--- src/tcu_pkg.sv ---
package tcu_pkg;
  localparam int unsigned CLK_HZ         = 50_000_000;
  localparam int unsigned MAX_BITS       = 14;
  localparam int unsigned MIN_BITS       = 1;
  localparam logic [1:0]  PAR_EVEN       = 2'h2;
  localparam logic [1:0]  PAR_ODD        = 2'h3;
  localparam logic [1:0]  SRV_TX         = 2'h2;
  localparam logic [1:0]  SRV_RX         = 2'h3;
  localparam logic [1:0]  PRI_OFF        = 2'h0;
  localparam logic [15:0] BAUD_DIV_RST   = 16'h01b2;
  localparam logic [3:0]  LEN_RST        = 4'h8;
  localparam logic [1:0]  PRI_HOLD_LOW   = 2'h3;
  localparam logic [1:0]  PRI_HOLD_MED   = 2'h1;

  typedef struct packed {
    logic [1:0]  parity;
    logic [1:0]  prio;
    logic [3:0]  len;
    logic [15:0] div;
    logic        int_en;
  } tcu_cfg_t;

  typedef enum logic [2:0] {
    ST_IDLE, ST_START, ST_DATA, ST_PAR, ST_STOP
  } tcu_state_t;

  typedef struct packed {
    tcu_state_t  st;
    logic        is_rx;
    logic        armed;
    logic [15:0] cnt;
    logic [3:0]  nbit;
    logic [13:0] shf;
    logic        par;
    logic        line;
    logic        done;
    logic        perr;
    logic [13:0] word;
    logic [1:0]  sync;
  } tcu_chan_t;
endpackage : tcu_pkg

--- src/tcu_uart.sv ---
`timescale 1ns/1ns
module tcu_uart
  import tcu_pkg::*;
(
  input  wire logic        i_clk,
  input  wire logic        i_rst,
  input  wire tcu_cfg_t    i_cfg,
  input  wire logic        i_srv_we,
  input  wire logic [1:0]  i_srv,
  input  wire logic [13:0] i_tx_data,
  input  wire logic        i_status_clr,
  input  wire logic        i_rxd,
  output logic             o_txd,
  output logic [13:0]      o_rx_data,
  output logic             o_parity_err,
  output logic             o_busy,
  output logic             o_status,
  output logic             o_irq
);
  tcu_chan_t s_q;
  tcu_chan_t s_d;
  logic      en;
  logic      st_q;
  logic      st_d;
  logic      irq_q;
  logic      irq_d;
  logic      busy_q;
  logic      busy_d;

  tcu_gate u_gate (
    .i_clk  (i_clk),
    .i_rst  (i_rst),
    .i_prio (i_cfg.prio),
    .o_en   (en)
  );

  function automatic logic par_on(input logic [1:0] p);
    return p == PAR_EVEN || p == PAR_ODD;
  endfunction : par_on

  function automatic logic [3:0] clip_len(input logic [3:0] l);
    if (l < 4'(MIN_BITS)) return 4'(MIN_BITS);
    if (l > 4'(MAX_BITS)) return 4'(MAX_BITS);
    return l;
  endfunction : clip_len

  logic [15:0] div;
  logic        tick;
  logic        half;
  logic [3:0]  len;
  logic        rxs;

  // The divider counts only on enabled cycles, so a slower priority stretches
  // the bit time; software picks the divider with that in mind.
  assign div  = (i_cfg.div == 16'h0) ? 16'h1 : i_cfg.div;
  assign tick = en && (s_q.cnt >= div - 16'h1);
  assign half = en && (s_q.cnt >= (div >> 1));
  assign len  = clip_len(i_cfg.len);
  assign rxs  = s_q.sync[1];

  always_comb begin
    s_d = s_q;
    s_d.done = 1'b0;
    s_d.sync = {s_q.sync[0], i_rxd};
    if (en) begin
      s_d.cnt = s_q.cnt + 16'h1;
    end
    // A disabled channel refuses service codes too, so no start bit can leak.
    if (i_cfg.prio == PRI_OFF) begin
      s_d.st    = ST_IDLE;
      s_d.armed = 1'b0;
      s_d.line  = 1'b1;
    end else if (i_srv_we && i_srv == SRV_TX) begin
      s_d.is_rx = 1'b0;
      s_d.armed = 1'b1;
      s_d.st    = ST_START;
      s_d.cnt   = 16'h0;
      s_d.shf   = i_tx_data;
      s_d.par   = (i_cfg.parity == PAR_ODD);
      s_d.nbit  = 4'h0;
      s_d.line  = 1'b0;
    end else if (i_srv_we && i_srv == SRV_RX) begin
      s_d.is_rx = 1'b1;
      s_d.armed = 1'b1;
      s_d.st    = ST_IDLE;
      s_d.line  = 1'b1;
    end else if (!s_q.is_rx) begin
      case (s_q.st)
        ST_IDLE: begin
          s_d.line = 1'b1;
        end
        ST_START: begin
          if (tick) begin
            s_d.cnt  = 16'h0;
            s_d.st   = ST_DATA;
            s_d.line = s_q.shf[0];
          end
        end
        ST_DATA: begin
          if (tick) begin
            s_d.cnt  = 16'h0;
            s_d.par  = s_q.par ^ s_q.shf[0];
            s_d.shf  = {1'b0, s_q.shf[13:1]};
            s_d.nbit = s_q.nbit + 4'h1;
            if (s_q.nbit + 4'h1 == len) begin
              if (par_on(i_cfg.parity)) begin
                s_d.st   = ST_PAR;
                s_d.line = s_q.par ^ s_q.shf[0];
              end else begin
                s_d.st   = ST_STOP;
                s_d.line = 1'b1;
              end
            end else begin
              s_d.line = s_q.shf[1];
            end
          end
        end
        ST_PAR: begin
          if (tick) begin
            s_d.cnt  = 16'h0;
            s_d.st   = ST_STOP;
            s_d.line = 1'b1;
          end
        end
        ST_STOP: begin
          if (tick) begin
            s_d.st    = ST_IDLE;
            s_d.armed = 1'b0;
            s_d.done  = 1'b1;
          end
        end
        default: s_d.st = ST_IDLE;
      endcase
    end else if (s_q.armed) begin
      // Receiver samples mid-bit; a start bit gone high by then is a glitch.
      case (s_q.st)
        ST_IDLE: begin
          s_d.cnt = 16'h0;
          if (!rxs) begin
            s_d.st = ST_START;
          end
        end
        ST_START: begin
          if (half) begin
            s_d.cnt  = 16'h0;
            s_d.nbit = 4'h0;
            s_d.shf  = 14'h0;
            s_d.par  = (i_cfg.parity == PAR_ODD);
            s_d.st   = rxs ? ST_IDLE : ST_DATA;
          end
        end
        ST_DATA: begin
          if (tick) begin
            s_d.cnt  = 16'h0;
            s_d.par  = s_q.par ^ rxs;
            s_d.shf  = s_q.shf | (14'(rxs) << s_q.nbit);
            s_d.nbit = s_q.nbit + 4'h1;
            if (s_q.nbit + 4'h1 == len) begin
              s_d.st = par_on(i_cfg.parity) ? ST_PAR : ST_STOP;
            end
          end
        end
        ST_PAR: begin
          if (tick) begin
            s_d.cnt  = 16'h0;
            s_d.perr = s_q.par ^ rxs;
            s_d.st   = ST_STOP;
          end
        end
        ST_STOP: begin
          if (tick) begin
            s_d.st   = ST_IDLE;
            s_d.word = s_q.shf;
            s_d.done = 1'b1;
            if (!par_on(i_cfg.parity)) begin
              s_d.perr = 1'b0;
            end
          end
        end
        default: s_d.st = ST_IDLE;
      endcase
    end
    st_d  = s_q.done ? 1'b1 : (i_status_clr ? 1'b0 : st_q);
    irq_d = st_d && i_cfg.int_en;
    busy_d = s_d.st != ST_IDLE;
  end

  always_ff @(posedge i_clk or posedge i_rst) begin
    if (i_rst) begin
      s_q      <= '0;
      s_q.st   <= ST_IDLE;
      s_q.line <= 1'b1;
      s_q.sync <= 2'h3;
      st_q     <= 1'b0;
      irq_q    <= 1'b0;
      busy_q   <= 1'b0;
    end else begin
      s_q    <= s_d;
      st_q   <= st_d;
      irq_q  <= irq_d;
      busy_q <= busy_d;
    end
  end

  assign o_txd        = s_q.line;
  assign o_rx_data    = s_q.word;
  assign o_parity_err = s_q.perr;
  assign o_busy       = busy_q;
  assign o_status     = st_q;
  assign o_irq        = irq_q;
endmodule : tcu_uart

--- src/tcu_gate.sv ---
`timescale 1ns/1ns
// Turns the priority field into a service enable: low priority runs one
// bit-clock step in four, medium one in two, high every cycle.
module tcu_gate
  import tcu_pkg::*;
(
  input  wire logic       i_clk,
  input  wire logic       i_rst,
  input  wire logic [1:0] i_prio,
  output logic            o_en
);
  logic [1:0] ph_q;
  logic [1:0] ph_d;

  always_comb begin
    ph_d = ph_q + 2'h1;
    case (i_prio)
      PRI_OFF: o_en = 1'b0;
      2'h1:    o_en = (ph_q == PRI_HOLD_LOW);
      2'h2:    o_en = ph_q[0] == PRI_HOLD_MED[0];
      default: o_en = 1'b1;
    endcase
  end

  always_ff @(posedge i_clk or posedge i_rst) begin
    if (i_rst) begin
      ph_q <= 2'h0;
    end else begin
      ph_q <= ph_d;
    end
  end
endmodule : tcu_gate

--- config.mk ---
export PLATFORM = sky130hd
export DESIGN_NAME = tcu_uart
export DESIGN_NICKNAME = d
export VERILOG_FILES = /design/src/tcu_pkg.sv /design/src/tcu_uart.sv /design/src/tcu_gate.sv
export SDC_FILE = /design/constraint.sdc
export NUM_CORES = 1
export LEC_CHECK = 0
export ABC_AREA = 1
export ABC_CLOCK_PERIOD_IN_PS = 2000
export BUFFER_PORTS_ARGS = -buffer_cell sky130_fd_sc_hd__buf_4
export CAP_MARGIN = 20
export CORE_MARGIN = 8
export CORE_UTILIZATION = 35
export CTS_BUF_LIST = sky130_fd_sc_hd__clkbuf_16
export DETAILED_ROUTE_END_ITERATION = 8
export GPL_TIMING_DRIVEN = 0
export PLACE_DENSITY_LB_ADDON = 0.3
export SLEW_MARGIN = 20
export SYNTH_ARGS = -nofsm -noshare
export SYNTH_HDL_FRONTEND = slang
export SYNTH_HIERARCHICAL = 1
export SYNTH_SLANG_ARGS = --single-unit
--- constraint.sdc ---
create_clock -name i_clk -period 2 [get_ports i_clk]
set_input_delay 0.3 -clock i_clk [delete_from_list [all_inputs] [get_ports i_clk]]
set_output_delay 0.3 -clock i_clk [all_outputs]
set_load 0.005 [all_outputs]
### Word level (Yosys, flattened, before mapping)

Cells that the tools add are included.

| cells by class | value |
|---|---|
| muxes and demuxes | 68 |
| shift-type cells | 1 |
| bitwise logic cells | 6 |
| order comparisons | 4 |
| $add $sub $neg | 4 |
| eq/ne operators | 23 |
| reductions and logical operators | 25 |

Operators with widths:

| kind | count |
|---|---|
| 35-bit 2-to-1 mux | 6 |
| 16-bit 2-to-1 mux | 8 |
| 16-bit one-hot mux with 4 select lines | 1 |
| 41-bit 2-to-1 mux | 1 |
| 19-bit one-hot mux with 2 select lines | 1 |
| 3-bit 2-to-1 mux | 12 |
| 36-bit 2-to-1 mux | 1 |
| 16-bit one-hot mux with 2 select lines | 1 |
| 3-bit one-hot mux with 5 select lines | 2 |
| 1-bit 2-to-1 mux | 24 |
| 19-bit 2-to-1 mux | 1 |
| 16-bit by 1-bit adder with 16-bit output, second input constant | 1 |
| 16-bit by 15-bit >= comparator with 1-bit output | 1 |
| 16-bit >= comparator | 1 |
| 16-bit logical NOT | 1 |
| 4-bit 2-to-1 mux | 4 |
| 16-bit by 1-bit subtractor with 16-bit output, second input constant | 1 |
| 15-bit 2-to-1 mux | 1 |
| 5-bit != test, second input constant | 3 |
| 14-bit 2-to-1 mux | 1 |
| 14-bit OR | 1 |
| 1-bit by 4-bit left shift with 14-bit output | 1 |
| 2-bit == test, second input constant | 6 |
| 3-bit nonzero test | 4 |
| other kinds (34) | 47 |

| storage, ports and cells | value |
|---|---|
| bits in registers | 64 |
| logic and storage cells | 147 |
| output and inout port bits | 19 |
| input bits | 46 |

### Longest topological paths before layout

Gate-level depths: netlist (run 1).

| logic depth | value |
|---|---|
| depth in word-level cells | 15 |
| mapped depth | 30 |
| depth with buffers taken out | 28 |

### Hierarchy

Netlist (run 1), hierarchy kept.

Modules (own cells, without submodules):

| module | seq. area each (um^2) | times used | cells each | area an instance (um^2) |
|---|---|---|---|---|
| tcu_uart | 1555.2 | 1 | 693 | 4926.0 |
| tcu_gate | 50.0 | 1 | 9 | 86.3 |

### Worst setup path after synthesis (run 1)

Ideal clock, no wire load.

| timing | value |
|---|---|
| kind | input to register |
| start | input i_cfg[5] (netlist name) |
| end | register s_q[41] (netlist name) |
| arrival | 2.864 ns |
| setup time | 0.142 ns |
| setup slack | -1.005 ns |
| buffers on the path | 2 |
| stages on the path | 25 |
| cell sequence | nor2_1 nand3_1 nor2_1 nand4_1 nand2_1 inv_1 ha_1 nand2_1 inv_1 nand2_1 nor2_1 xor2_1 ha_1 nand2_1 o21bai_1 a21oi_1 nor2_1 nand2_1 nand2_2 buf_6 nor2_8 nand2_1 nand3_2 buf_6 a21oi_2 |

RTL lines:

| what | RTL line | text |
|---|---|---|
| from (decl) | tcu_uart.sv:7 | `input wire tcu_cfg_t i_cfg,` |
| to (decl) | tcu_uart.sv:20 | `tcu_chan_t s_q;` |

==> flow_summary.ini, run 1 <==
[run_status]
status = complete, but fails checks
violations = setup timing

[die]
dieHeight_um = 136
core_area_um2 = 13900
start_util_pct = 36.0
rows = 43
ioPinCount = 65
fp.dieW_um = 136
dieArea_um2 = 18400

[global_routing]
grtUsageTotal_pct = 16.4
grt_pass1_wl_um = 24100
grt_pass1_vias = 4939
grt_max_degree = 47
grt-ovfl-total = 0
antenna_found_initial = 0

[drt]
drc = 0
postRouteAntennaNets = 0
vias_per_cell = 4.92
routed_wl_um = 14600
firstDrtPassIters = 5
drtIter0Drc = 276
vias = 4931
wl_per_cell_um = 14.5

[layout]
antennaDiodeCount = 0
final_core_util_pct = 49.8
fillers = 1365
largest_reg_flops = 41
fin_nets = 899
largest-register = s_q
area_delta_synth_final_pct = 38.3
final_common_cell = nand2_1
mostFrequentLayoutCells = nand2_1, buf_4, inv_1
layout-drive-gt1-share_pct = 31.7

[clocking]
cts_buffers = 9
root_buffer = clkbuf_16
cts_tree = built
clk_latency_ns = 0.34
clock_path_buffers = 2
cts_sinks = 64
htree_num_levels = 3
clk_pin_slew_ns = 0.06

[sta]
holdWs_ns = 0.0661
rsz0062_at_grt = yes
setup_viol = 57
fin_crit_sh_pct = 158
fmaxAchievable_mhz = 317
clock_skew_ns = 0.00712
setup_ws_ns = -1.16
worst_slew_pin_slew_ns = 0.959
slew_viol_final = 0
timing.final.crit_period_ns = 3.16
slew_headroom_pct = 35.8
hold_viol_final = 0

[critical_path]
r2r-start = s_q[45]
cp_slowest_cell = ha_1
cp-endpoint = s_q[44]
crit_path_start_kind = input pin
end_kind = flip-flop
critPathRequiredTime_ns = 2.19
arrival_ns = 3.35
ff2ff_path_depth = 17
cp_slowest_stage_delay_ns = 0.29
reg2reg_to = s_q[44]
r2r_slack_ns = -0.55
path_max_fanout = 7
crit_start = i_cfg[5]
critPathKind = input pin to flip-flop
crit_top_cell = nand2_1

[synth]
ys_seq_elements = 64
synth_nets = 783
syn_inst = 702
synth_edf_count = 0
ys_seq_area_share_pct = 32.0
syn_area_um2 = 5010
synth_flop_cell = dfrtp_1
yosys_warnings = 6
avgSynthCellArea_um2 = 7.14
async_flop_share_pct = 100
synth_cell_type_count = 39

[power]
p_leak_nw = 3.56
ir_worst_vdd_mv = 0.335
power.total_mw = 4.26
p_per_area_nw_per_um2 = 614

[hold_path]
hp-class = input pin to flip-flop

[place]
gp_congestion = 0.885
hpwl_um = 10600
numPortBuffers = 64

[flow_run]
max-cap-violations = 0
==> report_power, final <==
group	internal, mW	switching [mW]	total [mW]
Sequential	1.41	0.123	1.54
Clock	0.952	0.576	1.53
Combinational	0.522	0.668	1.19
Total	2.89	1.37	4.26
==> worst max-delay path, delay by kind of cell <==
family | cells | cell delay (ns)
AO/OA/AOI/OAI | 1 | 0.05
XOR/XNOR | 1 | 0.06
AND/OR/NAND/NOR | 19 | 1.88
adder cells (fa/ha/maj) | 2 | 0.45
buffers and inverters | 6 | 0.59
==> layout make-up <==
class / instances / area [um^2] / share of cell area, %
buffer: 31 / 256 / 3.70
clock inverter: 7 / 63.8 / 0.920
tap: 180 / 225 / 3.25
clock buffer: 9 / 225 / 3.25
multi-input combinational: 515 / 3200 / 46.2
timing repair buffer: 105 / 983 / 14.2
sequential: 64 / 1610 / 23.2
inverter: 92 / 373 / 5.38
==> timing repair <==
item | CTS | global route
setup endpoints to repair | 57 | 57
pin swaps | 35 | 40
hold buffers | 1 | 0
resized for setup | 85 | 53
gates cloned | 9 | 0
hold endpoints to repair | 15 | 0
setup buffers | 23 | 9
==> how the worst min path moves through the flow <==
stage,endpoint,from,slack [ns],depth (start not counted)
floorplan,u_gate/ph_q[0],i_rst,0.04,1
global placement,u_gate/ph_q[0],i_rst,0.17,2
detailed placement,u_gate/ph_q[0],i_rst,0.18,2
CTS,s_d[1],i_rxd,0.05,1
global route,s_d[1],i_rxd,0.06,1
finish,s_d[1],i_rxd,0.07,1
==> cells by family (layout without fill, tap and decap cells) <==
kind of cell	after synthesis	count (layout)	synth area share, %
AOI/OAI and AO/OA	104	104	12.2
xor gates and xnor gates	30	30	5.24
adders and majority gates	35	35	8.74
buffers and inverters	124	244	11.5
DFF	64	64	32.0
muxes	4	4	0.874
and+or+nand+nor	341	342	29.5
==> Yosys cell counts, types with 2 or more instances <==
cell | n | area share [%]
inv_1 | 88 | 6.6
a21oi_2 | 10 | 1.7
xor2_1 | 25 | 4.4
dfrtp_1 | 61 | 30
buf_2 | 4 | 0.40
nor2_2 | 5 | 0.62
nor4_1 | 4 | 0.50
o21ai_0 | 35 | 3.5
o21bai_1 | 2 | 0.30
a21oi_1 | 28 | 2.8
nand2_1 | 207 | 16
clkbuf_1 | 4 | 0.30
inv_2 | 3 | 0.22
a21boi_0 | 3 | 0.45
nand4_1 | 14 | 1.7
nor3_1 | 13 | 1.3
nand2_2 | 5 | 0.62
buf_4 | 17 | 2.5
nand3_2 | 2 | 0.40
dfstp_2 | 3 | 1.6
o21ai_2 | 7 | 1.2
ha_1 | 35 | 8.7
nor2_4 | 2 | 0.45
a31oi_1 | 3 | 0.37
buf_6 | 5 | 1.1
o21ai_1 | 12 | 1.2
o31ai_1 | 2 | 0.30
mux2_2 | 3 | 0.67
xnor2_1 | 5 | 0.87
nor2_1 | 44 | 3.3
nand3_1 | 43 | 4.3
==> through the flow <==
stage | worst slack [ns] | area, um^2 | TNS, ns | instances
after floorplan | -0.903 | 5070 | -45.95 | 702
after CTS | -1.07 | 6710 | -54.95 | 996
after global placement | -1.60 | 5780 | -133.34 | 946
after global routing | -1.36 | 6930 | -70.12 | 1003
after detailed placement | -1.61 | 5810 | -85.30 | 947
final | -1.16 | 6930 | -58.68 | 1003
==> metal layers <==
layer	up-vias	share of wire [%]	track usage, %
met5	-	0	0
met2	112	47	26.1
li1	2498	-	-
met1	2306	47	21.7
met4	0	1.4	5.68
met3	15	5.1	3.04
No activity file was read; power rests on OpenSTA's default activity.
==> run 2, diff against run 1 <==
- CORE_MARGIN: 8 -> not set
- TNS_END_PERCENT: not set -> 20
==> run 2 against run 1 <==
The run still ends with setup timing left; via count shrank 2.9%; combinational power shrank 10%; die area shrank 20%; global-route usage grew 3.4 points; first-iteration DRC count shrank 9.1%; clock skew grew 0.0022 ns; register-to-register slack gained 0.11 ns; fmax grew 4.8%; non-clock buffer count shrank 14; clock power shrank 6%; largest cell class unchanged; highest routed layer unchanged.
==> flow_summary.ini, run 2 (synthesis gave the netlist of run 1 again) <==
[critical_path]
cp_slowest_cell = ha_1
critPathKind = input pin to flip-flop
arrival_ns = 3.27
end_kind = flip-flop
path_max_fanout = 5
cp_slowest_stage_delay_ns = 0.25
crit_path_start_kind = input pin
critPathRequiredTime_ns = 2.26

[layout]
final_common_cell = nand2_1
fin_nets = 885
instances_no_fill = 989
largest_reg_flops = 41
area_delta_synth_final_pct = 30.4
largest-register = s_q
final_core_util_pct = 46.9
seq_area_um2 = 1610
fillers = 1412
multi_input_area_um2 = 3030
layout-drive-gt1-share_pct = 27.1
antennaDiodeCount = 0
mostFrequentLayoutCells = nand2_1, buf_4, inv_1

[sta]
setup_ws_ns = -1.01
timing.final.crit_period_ns = 3.01
setup_viol = 57
slew_viol_final = 0
hold_viol_final = 0
fin_crit_sh_pct = 151
slew_headroom_pct = 50.8
worst_slew_pin_slew_ns = 0.736
rsz0062_at_grt = yes
clock_skew_ns = 0.00928
tns_ns = -51.23
fmaxAchievable_mhz = 332

[clocking]
htree_num_levels = 3
clk_latency_ns = 0.34
cts_sinks = 64
clk_pin_slew_ns = 0.05
cts_buffers = 9
clock_path_buffers = 2
cts_tree = built
root_buffer = clkbuf_16

[global_routing]
grtUsageTotal_pct = 19.8
grt_pass1_vias = 4625
antenna_found_initial = 0
grt-ovfl-total = 0
grt_pass1_wl_um = 22500
grt_max_degree = 41

[drt]
vias_per_cell = 4.84
routed_wl_um = 13500
postRouteAntennaNets = 0
drc = 0
wl_per_cell_um = 13.7
firstDrtPassIters = 4
drtIter0Drc = 251
vias = 4790

[place]
gp_congestion = 0.940
post-place-ws_ns = -1.61
place_inst = 947
numPortBuffers = 64
hpwl_um = 10100

[die]
core_area_um2 = 13900
ioPinCount = 65
fp.dieW_um = 122
rows = 43
dieHeight_um = 122
dieArea_um2 = 14800
start_util_pct = 36.0

[power]
p_per_area_nw_per_um2 = 619
power.total_mw = 4.04
ir_worst_vdd_mv = 0.372
p_leak_nw = 3.40

[hold_path]
hp-class = input pin to flip-flop

[run_status]
status = complete, but fails checks
violations = setup timing

[flow_run]
max-cap-violations = 0
-- run 2: where the power goes --
part	internal, mW	switching (mW)
registers	1.41	0.116
logic	0.444	0.623
clock network	0.837	0.608
total	2.69	1.35
-- run 2: worst paths after layout --
check | start | to | slack, ns | cells after the start
worst max-delay path | i_cfg[6] | s_q[44] | -1.01 | 29
worst min-delay path | i_rxd | s_d[1] | 0.07 | 1
worst max register to register | s_q[45] | s_q[42] | -0.44 | 17
worst min register to register | s_d[1] | rxs | 0.36 | 0
max in group asynchronous | i_rst | s_q[44] | 1.00 | 4
min in group asynchronous | i_rst | u_gate/ph_q[0] | 0.40 | 3
-- run 2: metrics by stage --
step                hold slack [ns]  instance area [um^2]
floorplan                    0.0412                  5060
global placement              0.169                  5770
detailed placement            0.186                  5790
CTS                          0.0578                  6470
global route                 0.0556                  6530
finish                       0.0692                  6530
-- run 2: timing repair --
action	CTS	global route
gates resized for setup	66	11
pin swaps	29	15
gates cloned	5	1
endpoints found under the setup margin	57	57
hold buffers	1	0
endpoints found under the hold margin	21	0
setup buffers	15	4
-- run 2: critical path, delay by kind of cell --
kind / cells / cell delay (ns)
buffers and inverters: 7 / 0.67
and+or+nand+nor: 18 / 1.62
AOI/OAI and AO/OA: 1 / 0.11
xor gates and xnor gates: 1 / 0.14
adders and majority gates: 2 / 0.42
-- run 2: cell type report --
cell class	count	area share (%)
plain buffers	32	3.91
clock buffers	9	3.45
clock inverters	7	0.728
inverters	92	5.48
multi-input cells	515	46.3
flip-flops and latches	64	24.6
well taps	180	3.45
repair buffers	90	12.1
-- run 2: layer usage --
metal,GRT usage [%],share of wire [%],up-vias
met4,6.17,1.6,0
li1,-,-,2472
met5,0,0,-
met1,27.8,49,2201
met2,30.2,44,100
met3,4.12,5.0,17
